### src/hw/scb_pkg.sv
package scb_pkg;

  // ************************************************************
  // frame geometry
  // ************************************************************
  localparam int unsigned SCB_ADDR_W = 13;
  localparam int unsigned SCB_NUM_CH = 2;
  localparam int unsigned SCB_NUM_SHADOW = 13;
  localparam logic [3:0] SCB_INSTR_LAST = 4'hF;
  localparam logic [3:0] SCB_BYTE_LAST = 4'h7;
  localparam int unsigned SCB_INSTR_RW = 15;
  localparam int unsigned SCB_INSTR_LEN_LSB = 13;
  localparam logic [1:0] SCB_LEN_STREAM = 2'h3;
  localparam logic [2:0] SCB_STRAP_SETTLE = 3'h4;

  // ************************************************************
  // register offsets
  // ************************************************************
  localparam logic [12:0] SCB_ADDR_PORT_CFG = 13'h0000;
  localparam logic [12:0] SCB_ADDR_CHIP_ID = 13'h0001;
  localparam logic [12:0] SCB_ADDR_GRADE = 13'h0002;
  localparam logic [12:0] SCB_ADDR_CHAN_SEL = 13'h0005;
  localparam logic [12:0] SCB_ADDR_POWER = 13'h0008;
  localparam logic [12:0] SCB_ADDR_CLOCK = 13'h0009;
  localparam logic [12:0] SCB_ADDR_SHD_0D = 13'h000D;
  localparam logic [12:0] SCB_ADDR_SHD_10 = 13'h0010;
  localparam logic [12:0] SCB_ADDR_OUT_MODE = 13'h0014;
  localparam logic [12:0] SCB_ADDR_SHD_30 = 13'h0030;
  localparam logic [12:0] SCB_ADDR_FD_FIRST = 13'h0045;
  localparam logic [12:0] SCB_ADDR_FD_LAST = 13'h004C;
  localparam logic [12:0] SCB_ADDR_COMMIT = 13'h00FF;

  // ************************************************************
  // reset values and fields
  // ************************************************************
  localparam logic [7:0] SCB_RST_PORT_CFG = 8'h18;
  localparam logic [7:0] SCB_PORT_CFG_SOFT_RST = 8'h24;
  localparam logic [7:0] SCB_RST_GRADE = 8'h00;
  localparam logic [1:0] SCB_RST_CHAN_SEL = 2'h3;
  localparam logic [7:0] SCB_RST_CLOCK = 8'h01;
  localparam logic [7:0] SCB_RST_POWER = 8'h80;
  localparam logic [7:0] SCB_RST_OUT_MODE = 8'h01;
  localparam logic [7:0] SCB_RST_SHADOW = 8'h00;
  localparam logic SCB_RST_STRAP_STAB = 1'b1;
  localparam logic SCB_RST_STRAP_TWOS = 1'b0;
  localparam int unsigned SCB_BIT_STAB = 0;
  localparam int unsigned SCB_BIT_COMMIT = 0;
  localparam int unsigned SCB_BIT_CH_A = 0;
  localparam int unsigned SCB_BIT_CH_B = 1;
  localparam int unsigned SCB_BIT_TWOS = 0;
  localparam int unsigned SCB_BIT_FD_EN = 0;
  localparam int unsigned SCB_BIT_EXT_PD = 5;
  localparam logic [3:0] SCB_IDX_POWER = 4'h0;
  localparam logic [3:0] SCB_IDX_OUT_MODE = 4'h3;
  localparam logic [3:0] SCB_IDX_FD_FIRST = 4'h5;

  typedef enum logic [1:0] {SCB_IDLE, SCB_INSTR, SCB_DATA, SCB_DONE} scb_state_t;

  typedef struct packed {
    logic fd_enable;
    logic ext_pd_standby;
    logic [1:0] power_mode;
  } scb_ch_cfg_t;

  typedef struct packed {
    logic [12:0] addr;
    logic [7:0] data;
  } scb_wr_t;

  // hit flag in bit 4, slot index below
  function automatic logic [4:0] scb_shadow_slot(input logic [12:0] a);
    logic [12:0] off;
    off = a - SCB_ADDR_FD_FIRST;
    if (a == SCB_ADDR_POWER) scb_shadow_slot = {1'b1, SCB_IDX_POWER};
    else if (a == SCB_ADDR_SHD_0D) scb_shadow_slot = {1'b1, 4'h1};
    else if (a == SCB_ADDR_SHD_10) scb_shadow_slot = {1'b1, 4'h2};
    else if (a == SCB_ADDR_OUT_MODE) scb_shadow_slot = {1'b1, SCB_IDX_OUT_MODE};
    else if (a == SCB_ADDR_SHD_30) scb_shadow_slot = {1'b1, 4'h4};
    else if (a >= SCB_ADDR_FD_FIRST && a <= SCB_ADDR_FD_LAST) begin
      scb_shadow_slot = {1'b1, SCB_IDX_FD_FIRST + off[3:0]};
    end else scb_shadow_slot = 5'h00;
  endfunction

  function automatic logic [7:0] scb_shadow_rst(input logic [3:0] idx);
    if (idx == SCB_IDX_POWER) scb_shadow_rst = SCB_RST_POWER;
    else if (idx == SCB_IDX_OUT_MODE) scb_shadow_rst = SCB_RST_OUT_MODE;
    else scb_shadow_rst = SCB_RST_SHADOW;
  endfunction

endpackage

### src/hw/scb_sync.sv
`timescale 1ns/1ps
module scb_sync #(
  parameter int unsigned WIDTH = 3,
  parameter logic [WIDTH-1:0] RST_VAL = '0
) (
  input wire logic clk,
  input wire logic rst,
  input wire logic [WIDTH-1:0] d,
  output logic [WIDTH-1:0] q
);

  // ************************************************************
  // two-stage synchroniser, first stage read only by second
  // ************************************************************
  logic [WIDTH-1:0] meta_q;

  always_ff @(posedge clk or posedge rst) begin
    if (rst) begin
      meta_q <= RST_VAL;
      q <= RST_VAL;
    end else begin
      meta_q <= d;
      q <= meta_q;
    end
  end

endmodule

### src/hw/scb_spi_config_bank.sv
`timescale 1ns/1ps
module scb_spi_config_bank
  import scb_pkg::*;
#(
  parameter logic [7:0] CHIP_ID = 8'h5A, // arbitrary value
  parameter logic [7:0] CHIP_GRADE = SCB_RST_GRADE
) (
  input wire logic SYS_CLK,
  input wire logic SYS_RST,
  input wire logic SCLK,
  input wire logic CHIP_SELECT_N,
  input wire logic SDIO_IN,
  output logic SDIO_OUT,
  output logic SDIO_OE_N,
  output logic STRAP_MODE,
  output logic DUTY_CYCLE_STABILIZER,
  output logic TWOS_COMPLEMENT,
  output scb_ch_cfg_t CHA_CFG,
  output scb_ch_cfg_t CHB_CFG
);

  // ************************************************************
  // pin synchronisation and edges
  // ************************************************************
  logic [2:0] pins_s;
  logic sclk_s, csn_s, sdio_s;
  logic sclk_prev_q, csn_prev_q;
  logic sclk_rise, sclk_fall, csn_fall;

  scb_sync #(
    .WIDTH(3),
    .RST_VAL(3'h2)
  ) u_sync (
    .clk(SYS_CLK),
    .rst(SYS_RST),
    .d({SCLK, CHIP_SELECT_N, SDIO_IN}),
    .q(pins_s)
  );

  assign sclk_s = pins_s[2];
  assign csn_s = pins_s[1];
  assign sdio_s = pins_s[0];

  always_ff @(posedge SYS_CLK or posedge SYS_RST) begin
    if (SYS_RST) begin
      sclk_prev_q <= 1'b0;
      csn_prev_q <= 1'b1;
    end else begin
      sclk_prev_q <= sclk_s;
      csn_prev_q <= csn_s;
    end
  end

  assign sclk_rise = sclk_s & ~sclk_prev_q & ~csn_s;
  assign sclk_fall = ~sclk_s & sclk_prev_q & ~csn_s;
  assign csn_fall = ~csn_s & csn_prev_q;

  // ************************************************************
  // register storage
  // ************************************************************
  logic [7:0] port_cfg_q;
  logic [1:0] chan_sel_q;
  logic [7:0] clock_q;
  logic commit_q;
  logic [7:0] master_q [SCB_NUM_CH][SCB_NUM_SHADOW];
  logic [7:0] active_q [SCB_NUM_CH][SCB_NUM_SHADOW];
  logic wr_valid_q;
  scb_wr_t wr_q;
  logic [4:0] wr_slot;

  assign wr_slot = scb_shadow_slot(wr_q.addr);

  // both selected reads channel A; neither selected also falls back to A
  function automatic logic [7:0] read_byte(input logic [12:0] a);
    logic [4:0] slot;
    logic ch;
    slot = scb_shadow_slot(a);
    ch = ~chan_sel_q[SCB_BIT_CH_A] & chan_sel_q[SCB_BIT_CH_B];
    if (slot[4]) read_byte = master_q[ch][slot[3:0]];
    else if (a == SCB_ADDR_PORT_CFG) read_byte = port_cfg_q;
    else if (a == SCB_ADDR_CHIP_ID) read_byte = CHIP_ID;
    else if (a == SCB_ADDR_GRADE) read_byte = CHIP_GRADE;
    else if (a == SCB_ADDR_CHAN_SEL) read_byte = {6'h00, chan_sel_q};
    else if (a == SCB_ADDR_CLOCK) read_byte = clock_q;
    else if (a == SCB_ADDR_COMMIT) read_byte = {7'h00, commit_q};
    else read_byte = 8'h00;
  endfunction

  // ************************************************************
  // serial frame
  // ************************************************************
  scb_state_t state_q;
  logic [3:0] bit_cnt_q;
  logic [15:0] instr_q;
  logic [15:0] instr_d;
  logic [7:0] shift_in_q;
  logic [7:0] shift_in_d;
  logic [7:0] shift_out_q;
  logic rd_q;
  logic [1:0] len_q;
  logic [1:0] byte_cnt_q;
  logic [12:0] addr_q;
  logic instr_end, byte_end;

  assign instr_d = {instr_q[14:0], sdio_s};
  assign shift_in_d = {shift_in_q[6:0], sdio_s};
  assign instr_end = sclk_rise && (state_q == SCB_IDLE || state_q == SCB_INSTR)
                     && bit_cnt_q == SCB_INSTR_LAST;
  assign byte_end = sclk_rise && state_q == SCB_DATA && bit_cnt_q == SCB_BYTE_LAST;

  always_ff @(posedge SYS_CLK or posedge SYS_RST) begin
    if (SYS_RST) begin
      state_q <= SCB_IDLE;
      bit_cnt_q <= 4'h0;
      instr_q <= 16'h0000;
      shift_in_q <= 8'h00;
      rd_q <= 1'b0;
      len_q <= 2'h0;
      byte_cnt_q <= 2'h0;
      addr_q <= 13'h0000;
    end else if (csn_s) begin
      state_q <= SCB_IDLE;
      bit_cnt_q <= 4'h0;
    end else if (sclk_rise) begin
      case (state_q)
        SCB_IDLE, SCB_INSTR: begin
          instr_q <= instr_d;
          bit_cnt_q <= bit_cnt_q + 4'h1;
          state_q <= SCB_INSTR;
          if (instr_end) begin
            state_q <= SCB_DATA;
            bit_cnt_q <= 4'h0;
            rd_q <= instr_d[SCB_INSTR_RW];
            len_q <= instr_d[SCB_INSTR_LEN_LSB +: 2];
            byte_cnt_q <= 2'h0;
            addr_q <= instr_d[SCB_ADDR_W-1:0];
          end
        end
        SCB_DATA: begin
          shift_in_q <= shift_in_d;
          bit_cnt_q <= bit_cnt_q + 4'h1;
          if (byte_end) begin
            bit_cnt_q <= 4'h0;
            addr_q <= addr_q + 13'h0001;
            byte_cnt_q <= byte_cnt_q + 2'h1;
            if (len_q != SCB_LEN_STREAM && byte_cnt_q == len_q) begin
              state_q <= SCB_DONE;
            end
          end
        end
        default: begin
          state_q <= SCB_DONE;
        end
      endcase
    end
  end

  always_ff @(posedge SYS_CLK or posedge SYS_RST) begin
    if (SYS_RST) begin
      wr_valid_q <= 1'b0;
      wr_q <= '0;
    end else begin
      wr_valid_q <= byte_end && !rd_q;
      if (byte_end) begin
        wr_q <= '{addr: addr_q, data: shift_in_d};
      end
    end
  end

  // ************************************************************
  // readback drive
  // ************************************************************
  always_ff @(posedge SYS_CLK or posedge SYS_RST) begin
    if (SYS_RST) begin
      shift_out_q <= 8'h00;
      SDIO_OUT <= 1'b0;
      SDIO_OE_N <= 1'b1;
    end else begin
      SDIO_OE_N <= !(state_q == SCB_DATA && rd_q && !csn_s);
      if (instr_end) begin
        shift_out_q <= read_byte(instr_d[SCB_ADDR_W-1:0]);
      end else if (byte_end && rd_q) begin
        shift_out_q <= read_byte(addr_q + 13'h0001);
      end else if (sclk_fall && state_q == SCB_DATA && rd_q) begin
        SDIO_OUT <= shift_out_q[7];
        shift_out_q <= {shift_out_q[6:0], 1'b0};
      end
    end
  end

  // ************************************************************
  // global registers
  // ************************************************************
  always_ff @(posedge SYS_CLK or posedge SYS_RST) begin
    if (SYS_RST) begin
      port_cfg_q <= SCB_RST_PORT_CFG;
      chan_sel_q <= SCB_RST_CHAN_SEL;
      clock_q <= SCB_RST_CLOCK;
    end else if (wr_valid_q) begin
      // channel select is not consulted here
      if (wr_q.addr == SCB_ADDR_PORT_CFG) begin
        port_cfg_q <= wr_q.data & ~SCB_PORT_CFG_SOFT_RST;
      end else if (wr_q.addr == SCB_ADDR_CHAN_SEL) begin
        chan_sel_q <= wr_q.data[1:0];
      end else if (wr_q.addr == SCB_ADDR_CLOCK) begin
        clock_q <= {7'h00, wr_q.data[SCB_BIT_STAB]};
      end
    end
  end

  // set wins over the self-clear so a back-to-back commit is kept
  always_ff @(posedge SYS_CLK or posedge SYS_RST) begin
    if (SYS_RST) begin
      commit_q <= 1'b0;
    end else if (wr_valid_q && wr_q.addr == SCB_ADDR_COMMIT && wr_q.data[SCB_BIT_COMMIT]) begin
      commit_q <= 1'b1;
    end else if (commit_q) begin
      commit_q <= 1'b0;
    end
  end

  // ************************************************************
  // per-channel shadowed registers
  // ************************************************************
  for (genvar g = 0; g < SCB_NUM_CH; g++) begin : g_ch
    always_ff @(posedge SYS_CLK or posedge SYS_RST) begin
      if (SYS_RST) begin
        for (int i = 0; i < SCB_NUM_SHADOW; i++) begin
          master_q[g][i] <= scb_shadow_rst(4'(i));
        end
      end else if (wr_valid_q && wr_slot[4] && chan_sel_q[g]) begin
        master_q[g][wr_slot[3:0]] <= wr_q.data;
      end
    end

    always_ff @(posedge SYS_CLK or posedge SYS_RST) begin
      if (SYS_RST) begin
        for (int i = 0; i < SCB_NUM_SHADOW; i++) begin
          active_q[g][i] <= scb_shadow_rst(4'(i));
        end
      end else if (commit_q) begin
        for (int i = 0; i < SCB_NUM_SHADOW; i++) begin
          active_q[g][i] <= master_q[g][i];
        end
      end
    end
  end

  // ************************************************************
  // straps
  // ************************************************************
  // an idle-high select cannot be told from a tied one, so the
  // port counts as disabled until the first select falling edge
  logic strap_mode_q;
  logic strap_done_q;
  logic [2:0] strap_cnt_q;
  logic strap_stab_q;
  logic strap_twos_q;

  always_ff @(posedge SYS_CLK or posedge SYS_RST) begin
    if (SYS_RST) begin
      strap_mode_q <= 1'b1;
      strap_done_q <= 1'b0;
      strap_cnt_q <= 3'h0;
      strap_stab_q <= SCB_RST_STRAP_STAB;
      strap_twos_q <= SCB_RST_STRAP_TWOS;
    end else begin
      if (csn_fall) begin
        strap_mode_q <= 1'b0;
      end
      if (!strap_done_q) begin
        strap_cnt_q <= strap_cnt_q + 3'h1;
        if (strap_cnt_q == SCB_STRAP_SETTLE) begin
          strap_done_q <= 1'b1;
          strap_stab_q <= sdio_s;
          strap_twos_q <= sclk_s;
        end
      end
    end
  end

  // ************************************************************
  // outputs
  // ************************************************************
  function automatic scb_ch_cfg_t ch_cfg(input logic [7:0] pwr, input logic [7:0] fd);
    ch_cfg = '{fd_enable: fd[SCB_BIT_FD_EN], ext_pd_standby: pwr[SCB_BIT_EXT_PD],
               power_mode: pwr[1:0]};
  endfunction

  always_ff @(posedge SYS_CLK or posedge SYS_RST) begin
    if (SYS_RST) begin
      STRAP_MODE <= 1'b1;
      DUTY_CYCLE_STABILIZER <= SCB_RST_STRAP_STAB;
      TWOS_COMPLEMENT <= SCB_RST_STRAP_TWOS;
      CHA_CFG <= ch_cfg(SCB_RST_POWER, SCB_RST_SHADOW);
      CHB_CFG <= ch_cfg(SCB_RST_POWER, SCB_RST_SHADOW);
    end else begin
      STRAP_MODE <= strap_mode_q;
      if (strap_mode_q) begin
        DUTY_CYCLE_STABILIZER <= strap_stab_q;
        TWOS_COMPLEMENT <= strap_twos_q;
      end else begin
        DUTY_CYCLE_STABILIZER <= clock_q[SCB_BIT_STAB];
        TWOS_COMPLEMENT <= active_q[0][SCB_IDX_OUT_MODE][SCB_BIT_TWOS];
      end
      CHA_CFG <= ch_cfg(active_q[0][SCB_IDX_POWER], active_q[0][SCB_IDX_FD_FIRST]);
      CHB_CFG <= ch_cfg(active_q[1][SCB_IDX_POWER], active_q[1][SCB_IDX_FD_FIRST]);
    end
  end

  logic wr_pwr;
  assign wr_pwr = wr_valid_q && wr_q.addr == SCB_ADDR_POWER;
endmodule

### config.mk
export PLATFORM = sky130hd
export DESIGN_NAME = scb_spi_config_bank
export DESIGN_NICKNAME = d
export VERILOG_FILES = /design/src/hw/scb_pkg.sv /design/src/hw/scb_sync.sv /design/src/hw/scb_spi_config_bank.sv
export SDC_FILE = /design/constraint.sdc
export NUM_CORES = 1
export LEC_CHECK = 0
export ABC_AREA = 1
export BUFFER_PORTS_ARGS = -buffer_cell sky130_fd_sc_hd__buf_2
export CAP_MARGIN = 10
export CORE_MARGIN = 2
export CORE_UTILIZATION = 30
export CTS_CLUSTER_DIAMETER = 60
export DETAILED_ROUTE_END_ITERATION = 16
export GPL_TIMING_DRIVEN = 1
export PLACE_DENSITY_LB_ADDON = 0.08
export SLEW_MARGIN = 20
export SYNTH_ARGS = -nofsm -noshare
export SYNTH_HDL_FRONTEND = slang
export SYNTH_SLANG_ARGS = --single-unit
### constraint.sdc
create_clock -name SYS_CLK -period 18.75 [get_ports SYS_CLK]
set_input_delay 3.75 -clock SYS_CLK [delete_from_list [all_inputs] [get_ports SYS_CLK]]
set_output_delay 3.75 -clock SYS_CLK [all_outputs]
set_load 0.05 [all_outputs]
==> After elaboration in Yosys (flattened, before gate mapping) <==
Cells that the tools add are included.
{ "totals": {"regBits": 337, "elab_cells": 263, "output_inout_bits": 13} }
{ "op_classes": {"add_sub_neg": 10, "eq_ne": 39, "n_bitwise": 19, "n_lt_le_gt_ge": 11, "reduce_logical": 44, "mux": 73} }
{ "ops": {"columns": ["operator", "count"], "rows": [
  ["$mux W104", 3],
  ["$bwmux W104", 2],
  ["$eq A13 B4 Y1 const B", 9],
  ["$mux W5", 21],
  ["$mux W8", 12],
  ["$eq A13 B5 Y1 const B", 6],
  ["$bmux W8 S4", 2],
  ["$eq A13 B3 Y1 const B", 3],
  ["$eq A13 B6 Y1 const B", 3],
  ["$eq A13 B8 Y1 const B", 3],
  ["$ge A13 B7 Y1 const B", 3],
  ["$le A13 B7 Y1 const B", 3],
  ["$logic_not A13 Y1", 3],
  ["$demux W8 S4", 1],
  ["$eq A13 B1 Y1 const B", 2],
  ["$eq A13 B2 Y1 const B", 2],
  ["$mux W13", 2],
  ["$pmux W13 S2", 1],
  ["$mux W2", 11],
  ["$logic_and A1 B1 Y1", 20],
  ["$mux W4", 4],
  ["$ge A5 B5 Y1 const B", 3],
  ["$not A4 Y5", 3],
  ["$reduce_and A3 Y1", 5],
  ["32 further kinds", 69]
]} }

==> Longest topological paths before layout <==
Gate-level depths: netlist (run 1).
{ "depth": {"ltp_word": 18, "ltp_mapped": 24, "mapped_depth_nobuf": 23} }

==> Modules after synthesis <==
A second synthesis (run 1) with hierarchy kept.
{ "hier_totals": {"hier_cells": 2153, "hier_area_um2": 17424.2} }
{ "modules_own_cells": {"columns": ["module", "instances", "area_per_inst_um2", "seq_area_each_um2", "cells_per_inst"], "rows": [
  ["scb_spi_config_bank", 1, 17267.8, 8152.8, 2146],
  ["scb_sync", 1, 156.4, 152.6, 7]
]} }

==> Worst setup path before layout (run 1) <==
No wires, ideal clock.
{ "synth_timing": {"kind": "register to output", "from": "register DUTY_CYCLE_STABILIZER", "to": "output DUTY_CYCLE_STABILIZER", "stages_incl_launch_ff": 1, "setup_slack_ns": 14.344, "arrival_time_ns": 0.656, "cell_sequence": "dfstp_2"} }
{ "synth_rtl": {"columns": ["element", "line", "rtl"], "rows": [
  ["from (decl)", "scb_spi_config_bank.sv:16", "output logic DUTY_CYCLE_STABILIZER,"],
  ["from (signal assigned)", "scb_spi_config_bank.sv:300", "DUTY_CYCLE_STABILIZER <= strap_stab_q;"],
  ["from (signal assigned)", "scb_spi_config_bank.sv:303", "DUTY_CYCLE_STABILIZER <= clock_q[SCB_BIT_STAB];"]
]} }
No word-level cell between the ends.

==> Worst setup path in the final report (run 1) <==
{ "layout_timing": {"from": "register DUTY_CYCLE_STABILIZER", "to": "output DUTY_CYCLE_STABILIZER"} }
No word-level cell between the ends.

==> results of run 1 <==
-- worst paths after layout --
check	from	endpoint	slack, ns	depth (start not counted)
max	DUTY_CYCLE_STABILIZER$_DFF_PP1_	DUTY_CYCLE_STABILIZER	13.66	1
min	u_sync.meta_q[0]$_DFF_PP0_	u_sync.q[0]$_DFF_PP0_	0.35	0
max reg2reg	addr_q[1]$_DFFE_PP0P_	shift_out_q[7]$_DFFE_PP0P_	13.99	18
min reg2reg	u_sync.meta_q[0]$_DFF_PP0_	u_sync.q[0]$_DFF_PP0_	0.35	0
max in group asynchronous	SYS_RST	master_q[138]$_DFFE_PP0P_	13.89	3
min in group asynchronous	SYS_RST	CHA_CFG[2]$_DFF_PP0_	3.34	2
-- flip-flops by register name (all words and copies together), names as in the netlist, 6 cells and up --
signal,cells
shift_out_q,8
addr_q,13
instr_q,15
active_q,9
master_q,208
port_cfg_q,6
wr_q,21
shift_in_q,7
-- metrics by stage --
stage / area (um2) / utilization (%) / instances / setup WS [ns]
after floorplan: 17200 / - / 2172 / 5.86
after global placement: 17900 / 31.7 / 2857 / 13.22
after detailed placement: 17900 / 31.7 / 2857 / 13.22
after CTS: 19400 / 34.3 / 2936 / 13.62
after global routing: 19400 / 34.3 / 2936 / 13.55
final: 19400 / 34.3 / 2936 / 13.66
-- area by class of cell --
class,instances,area [um2],area share (%)
inverter,195,739,3.81
clock buffer,59,1250,6.45
sequential,331,8310,42.8
multi-input combinational,1539,7680,39.6
clock inverter,20,219,1.13
tap,756,946,4.88
timing repair buffer,36,240,1.24
-- cells in the final DEF, fill, tap and decap left out, types with 6 or more instances in the layout --
| cell | Yosys | final |
|---|---|---|
| a21oi_1 | 57 | 57 |
| a31oi_1 | 10 | 10 |
| buf_2 | 23 | 17 |
| buf_4 | 2 | 18 |
| clkbuf_1 | 72 | 8 |
| clkbuf_16 | 0 | 46 |
| clkinv_2 | 0 | 6 |
| clkinvlp_4 | 0 | 6 |
| dfrtp_1 | 313 | 313 |
| dfstp_2 | 18 | 18 |
| ha_1 | 6 | 6 |
| inv_1 | 183 | 181 |
| inv_2 | 8 | 8 |
| mux2_2 | 33 | 33 |
| mux2i_1 | 49 | 49 |
| nand2_1 | 620 | 619 |
| nand2_2 | 8 | 8 |
| nand3_1 | 120 | 120 |
| nand4_1 | 40 | 40 |
| nor2_1 | 97 | 97 |
| nor2_2 | 7 | 7 |
| nor3_1 | 17 | 16 |
| nor4_1 | 6 | 6 |
| o211ai_1 | 30 | 30 |
| o21a_1 | 6 | 6 |
| o21ai_0 | 370 | 370 |
| o21ai_1 | 13 | 13 |
-- power groups by stage --
stage / sequential, mW / clock (mW) / combinational (mW)
2_1_floorplan: 0.737 / 0 / 0.0847
3_3_place_gp: 0.743 / 0 / 0.113
3_5_place_dp: 0.742 / 0 / 0.114
4_1_cts: 0.730 / 0.875 / 0.114
5_1_grt: 0.731 / 0.907 / 0.129
6_report: 0.730 / 0.848 / 0.114
-- routing by layer --
layer,vias to the layer above,wire length (um)
met5,-,0
met4,0,1810
met3,91,2440
met2,343,25500
met1,7037,26700
li1,7171,-
-- logic make-up after synthesis --
logic type / share of synthesized area [%]
and+or+nand+nor: 23.1
muxes: 5.01
buffers and inverters: 7.09
DFF: 48.3
AOI/OAI and AO/OA: 15.8
xor gates and xnor gates: 0.306
adders and majority gates: 0.437
==> impl_results.md, run 1 <==
* Post-CTS setup buffers at 0
* Largest cells by area after synthesis: dfrtp_1 46%, nand2_1 14%, o21ai_0 11%, inv_1 4.0%, nand3_1 3.5%
* # rows at 87
* Leak at 9.08 nW
* M3 GR Usage at about 2.4%
* Critical Path Slowest Stage Cell: dfstp_2
* Crit end category: primary output
* Post-CTS sizing at 0
* Routability Congestion at about 0.85
* First-pass GRT wire length at about 90000 um
* Root buffer cell: clkbuf_16
* Fill cell count at approximately 6000
* CP Class: register to primary output
* IO buf count at 17
* Area Overhead vs Synth at 12.7%
* Worst vdd ir at 0.0000516 V
* Final net count at approximately 2200
* Die area at slightly below 60000 um2
* Clk buf depth at 3
* Slowest stage delay, CP at between 0.5 and 0.6 ns
* Clock Sinks at roughly 330
* Gr ovfl total at 0
* Average footprint of a synthesized cell at between 7 and 8 um2
* Busiest grt layer: met2
* Clock transition time at the flip-flop clock pins of the worst setup and hold paths at around 0.06 ns
* DRT Wirelength at 56500 um
* Power Density at 87.3 nW/um2
* Period utilisation layout at 27.1%
* WL per Instance at around 19 um
* Syn nets at 2183
* Largest net degree at the start of global routing at approximately 150
* Relative slew slack at between 30% and 40%
* Primary FF master, synth: dfrtp_1
* RSZ-0062 raised after global routing: false
* H-tree depth at 2
* Clock network power share at roughly half
* Worst EP required at approximately 15 ns
* Leading area contributor after synthesis: dfrtp_1
* Number of global-route vias before repair at 14200
* Die width at ~240 um
* Syn Std Cell Area at 17200 um2
* Pint at between 1 and 1.5 mW
* Share of layout cells above drive strength 1 at 9.40%
* Final setup violation count at 0
* Initial core utilization at a little under a third
* Initial DRT Pass Iterations at 6
* Final HPWL from detailed placement at between 30000 and 40000 um
* Design Power at around 1.7 mW
* Final hold slack at roughly 0.35 ns
* FMAX at ~0.20 GHz
* Num CTS Buffers at 45
* Sequential area share after synthesis at ~48%
* Crit path buffers/inverters at 1
* Worst Path Max Fanout at 1
* Yosys Warn Count at 0
* Met2 Usage GRT at between 30 and 40%
* Violation count after the first detailed-route iteration at roughly 1200
* Post-synth cell types at 54
* Global routing usage on met1 at ~27%
* Slew @ Worst Pin at a little over 1 ns
* Initial antenna violation count at 0
* GR Util All Layers at approximately a fifth
* CP Launch Type: register
* Clock Latency Late Sink at 0.58 ns
* Cts hold-fix bufs at 0
* Delay-heaviest family, CP: flip-flops
* Core Area at about 56000 um2
* Outcome: finished clean
* Final setup TNS at 0 ns
* Num ports at 18
* Routed vias at 14600
* Most frequent cell after synthesis: nand2_1
* Clock skew at 0.0325 ns
* Post-route minimum period at a little over 5 ns
* CTS tree: done
* Worst Hold Class: register to register
* Comb pwr share at between 6 and 7%
* Top post-synthesis cells by count: 620 x nand2_1, 370 x o21ai_0, 313 x dfrtp_1
* Synth top area share at a little under half
* Final Hold Viols at 0
* Max-cap violations at 0
* Async set-reset flop share out of synthesis at 100%
* DRC errors left at 0
* Sw frac at roughly a quarter
* Synth Instances at roughly 2200
* Arrival time at the worst endpoint at approximately 1.3 ns
* Final Slew Violations at 0
* NetSw at about 0.43 mW
* Register bit total from synthesis at 331
* Antenna-violating nets left at 0
* Number of synthesized flops with an enable pin at 0
* # diodes at 0
* Vias per cell at approximately 5
* Worst path cell trace: buf_2
* Sequential power share at a little over two fifths
* Die Ht at roughly 240 um
No activity file was read; power rests on OpenSTA's default activity.
==> run 2: changes to the inputs <==
==> constraint.sdc (replaced) <==
create_clock -name SYS_CLK -period 4.5 [get_ports SYS_CLK]
set_input_delay 0.9 -clock SYS_CLK [delete_from_list [all_inputs] [get_ports SYS_CLK]]
set_output_delay 0.9 -clock SYS_CLK [all_outputs]
set_load 0.05 [all_outputs]
==> run 2 against run 1 <==
Total power grew to 4.3 times the previous value. Clock-buffer cell count is 6 higher. Sequential share of layout area decreased by 1.0 points. First-iteration DRC count is 11% higher. Clock skew rose by 0.0045 ns. Wire length rose by 4.9%. Highest routed layer is now met5. Critical path type is now register to register. Utilization up 0.82 points.
==> impl_results.md, run 2 (synthesized netlist as in run 1, its figures left out) <==
* FMAX at 0.268 GHz
* Leading cell type in the layout, fill and taps excluded: nand2_1 (unchanged)
* Die width at 243 um (unchanged)
* Most frequent cells in the layout: 619 x nand2_1, 370 x o21ai_0, 313 x dfrtp_1, 182 x inv_1, 120 x nand3_1 (was 619 x nand2_1, 370 x o21ai_0, 313 x dfrtp_1, 181 x inv_1, 120 x nand3_1)
* Routed vias at 14900 (was 14600)
* Footprint of the multi-input gates at 7680 um2 (about the same)
* Largest reg by FF count: master_q (unchanged)
* Storage element area at 8310 um2 (unchanged)
* Power Density at 365 nW/um2 (was 87.3 nW/um2)
* Largest net degree at the start of global routing at 129 (was 149)
* Die area at 59200 um2 (unchanged)
* Final HPWL from detailed placement at 43100 um (was 39500 um)
* Num ports at 18 (unchanged)
* CTS tree: done (unchanged)
* Largest registers: master_q x208, wr_q x21, instr_q x15 (unchanged)
* Clock Latency Late Sink at 0.59 ns (was 0.58 ns)
* IO buf count at 17 (unchanged)
* Root buffer cell: clkbuf_16 (unchanged)
* Arrival time at the worst endpoint at 4.22 ns (was 1.34 ns)
* Routability Congestion at 0.919 (was 0.845)
* Cts hold-fix bufs at 0 (unchanged)
* Initial antenna violation count at 2 (was 0)
* Num CTS Buffers at 46 (was 45)
* Worst Path Max Fanout at 28 (was 1)
* Clock transition time at the flip-flop clock pins of the worst setup and hold paths at 0.06 ns (about the same)
* Final Hold Viols at 0 (unchanged)
* Initial core utilization at 30.4% (unchanged)
* CP Launch Type: register (unchanged)
* Final setup TNS at 0 ns (unchanged)
* H-tree depth at 2 (unchanged)
* Antenna-violating nets left at 0 (unchanged)
* Outcome: finished clean (unchanged)
* Die Ht at 243 um (unchanged)
* WL per Instance at 19.8 um (was 19.2 um)
* Violation count after the first detailed-route iteration at 1349 (was 1213)
* Gr ovfl total at 0 (unchanged)
* DRT Wirelength at 59200 um (was 56500 um)
* First-pass GRT wire length at 91400 um (was 87800 um)
* # rows at 87 (unchanged)
* Core Area at 56500 um2 (unchanged)
* Share of layout cells above drive strength 1 at 11.3% (was 9.40%)
* Pre-CTS WS at 0.807 ns (was 13.22 ns)
* Pint at 5.38 mW (was 1.26 mW)
* CP Class: register to register (was register to primary output)
* GR Util All Layers at 20.2% (was 19.3%)
* Sw frac at 25.7% (was 25.5%)
* Clk buf depth at 3 (unchanged)
* Number of global-route vias before repair at 14400 (was 14200)
* Slew @ Worst Pin at 0.895 ns (was 1.01 ns)
* Sequential power share at 41.9% (was 43.2%)
* Worst EP required at 4.99 ns (was 15.00 ns)
* Worst Hold Class: register to register (unchanged)
* Area Overhead vs Synth at 15.4% (was 12.7%)
* NetSw at 1.86 mW (was 0.431 mW)
* Period utilisation layout at approximately 83%
* Final Slew Violations at 0 (unchanged)
* Final net count at 2204 (was 2159)
* Post-route minimum period at between 3 and 4 ns
* Initial DRT Pass Iterations at 9 (was 6)
* Vias per cell at 4.99 (about the same)
* Setup slack after layout at 0.775 ns (was 13.66 ns)
* Clock Sinks at 331 (unchanged)
* Final setup violation count at 0 (unchanged)
* Relative slew slack at 39.9% (was 32.6%)
* Worst vdd ir at 0.000232 V (was 0.0000516 V)
* Crit end category: register (was primary output)
* Max-cap violations at 0 (unchanged)
* Comb pwr share at 7.0% (was 6.7%)
* Clock network power share at 51.1% (was 50.1%)
* Leak at 9.35 nW (was 9.08 nW)
* Fill cell count at 5965 (was 5999)
* Post-CTS sizing at 0 (unchanged)
* DRC errors left at 0 (unchanged)
* RSZ-0062 raised after global routing: false (unchanged)
* Post-CTS setup buffers at 0 (unchanged)
* Clock skew at 0.0370 ns (was 0.0325 ns)
* Max FFs per register at 208 (unchanged)
run 2: changes by cell type in the layout (fill, tap and decap cells not counted), moves of 3 or more:
cell        previous run  this run
inv_6                  2         5
buf_12                 1         6
clkinvlp_4             6         1
clkbuf_8               5         9
buf_4                 18        57
run 2: layout make-up:
class / count / share of cell area, %
Tap cell: 756 / 4.77
Inverter: 195 / 3.71
Clock buffer: 65 / 6.72
Antenna cell: 1 / 0.0126
Multi-Input combinational cell: 1539 / 38.7
Timing Repair Buffer: 80 / 3.19
Sequential cell: 331 / 41.9
Clock inverter: 18 / 1.06
run 2: power by group through the flow:
stage               clock [mW]  sequential [mW]  combinational, mW
floorplan                    0             3.07              0.353
CTS                       3.81             3.04              0.507
global route              3.93             3.04              0.563
finish                    3.70             3.04              0.506
detailed placement           0             3.09              0.504
global placement             0             3.09              0.508
run 2: path summary, 6_finish.rpt:
check,startpoint,endpoint,slack (ns),cells past startpoint
max reg2reg,addr_q[1]$_DFFE_PP0P_,shift_out_q[6]$_DFFE_PP0P_,0.77,21
min,u_sync.meta_q[2]$_DFF_PP0_,u_sync.q[2]$_DFF_PP0_,0.35,0
max in group asynchronous,SYS_RST,master_q[34]$_DFFE_PP0P_,2.93,3
min in group asynchronous,SYS_RST,master_q[80]$_DFFE_PP0P_,0.39,2
max,addr_q[1]$_DFFE_PP0P_,shift_out_q[6]$_DFFE_PP0P_,0.77,21
min reg2reg,u_sync.meta_q[2]$_DFF_PP0_,u_sync.q[2]$_DFF_PP0_,0.35,0
run 2: worst max-delay path: stages (launching register included):
cell and delay, ns:
dfrtp_1 0.43, ha_1 0.38, nand2_2 0.18, nor2_4 0.20, nand4_1 0.12, nand2_1 0.14, nand4_1 0.08, nor2_1 0.12
buf_4 0.20, nand2_1 0.08, nor2_2 0.16, nand2_2 0.20, nand3_2 0.31, buf_4 0.34, nand2_1 0.08, o21ai_1 0.08
nand2_1 0.06, nand3_1 0.11, nand2_1 0.10, nand2_1 0.10, nand2_1 0.05, a21oi_1 0.12
run 2: per-stage QoR:
| step | instances | util, % | area, um2 | hold slack, ns | power, mW |
|---|---|---|---|---|---|
| 5_1_grt | 2984 | 35.1 | 19800 | 0.360 | 7.53 |
| 4_1_cts | 2984 | 35.1 | 19800 | 0.349 | 7.35 |
| 3_3_place_gp | 2901 | 32.4 | 18300 | 0.336 | 3.60 |
| 3_5_place_dp | 2901 | 32.4 | 18300 | 0.337 | 3.60 |
| 6_report | 2985 | 35.1 | 19800 | 0.346 | 7.25 |
| 2_1_floorplan | 2172 | - | 17200 | 0.331 | 3.42 |
run 2: layer usage:
metal  wire, um  up-vias  track usage (%)
met5         13        -                0
met2      26600      331             31.8
met1      28500     7229             28.7
met4       1250        2             4.84
met3       2900       87             3.54
li1           -     7255                -
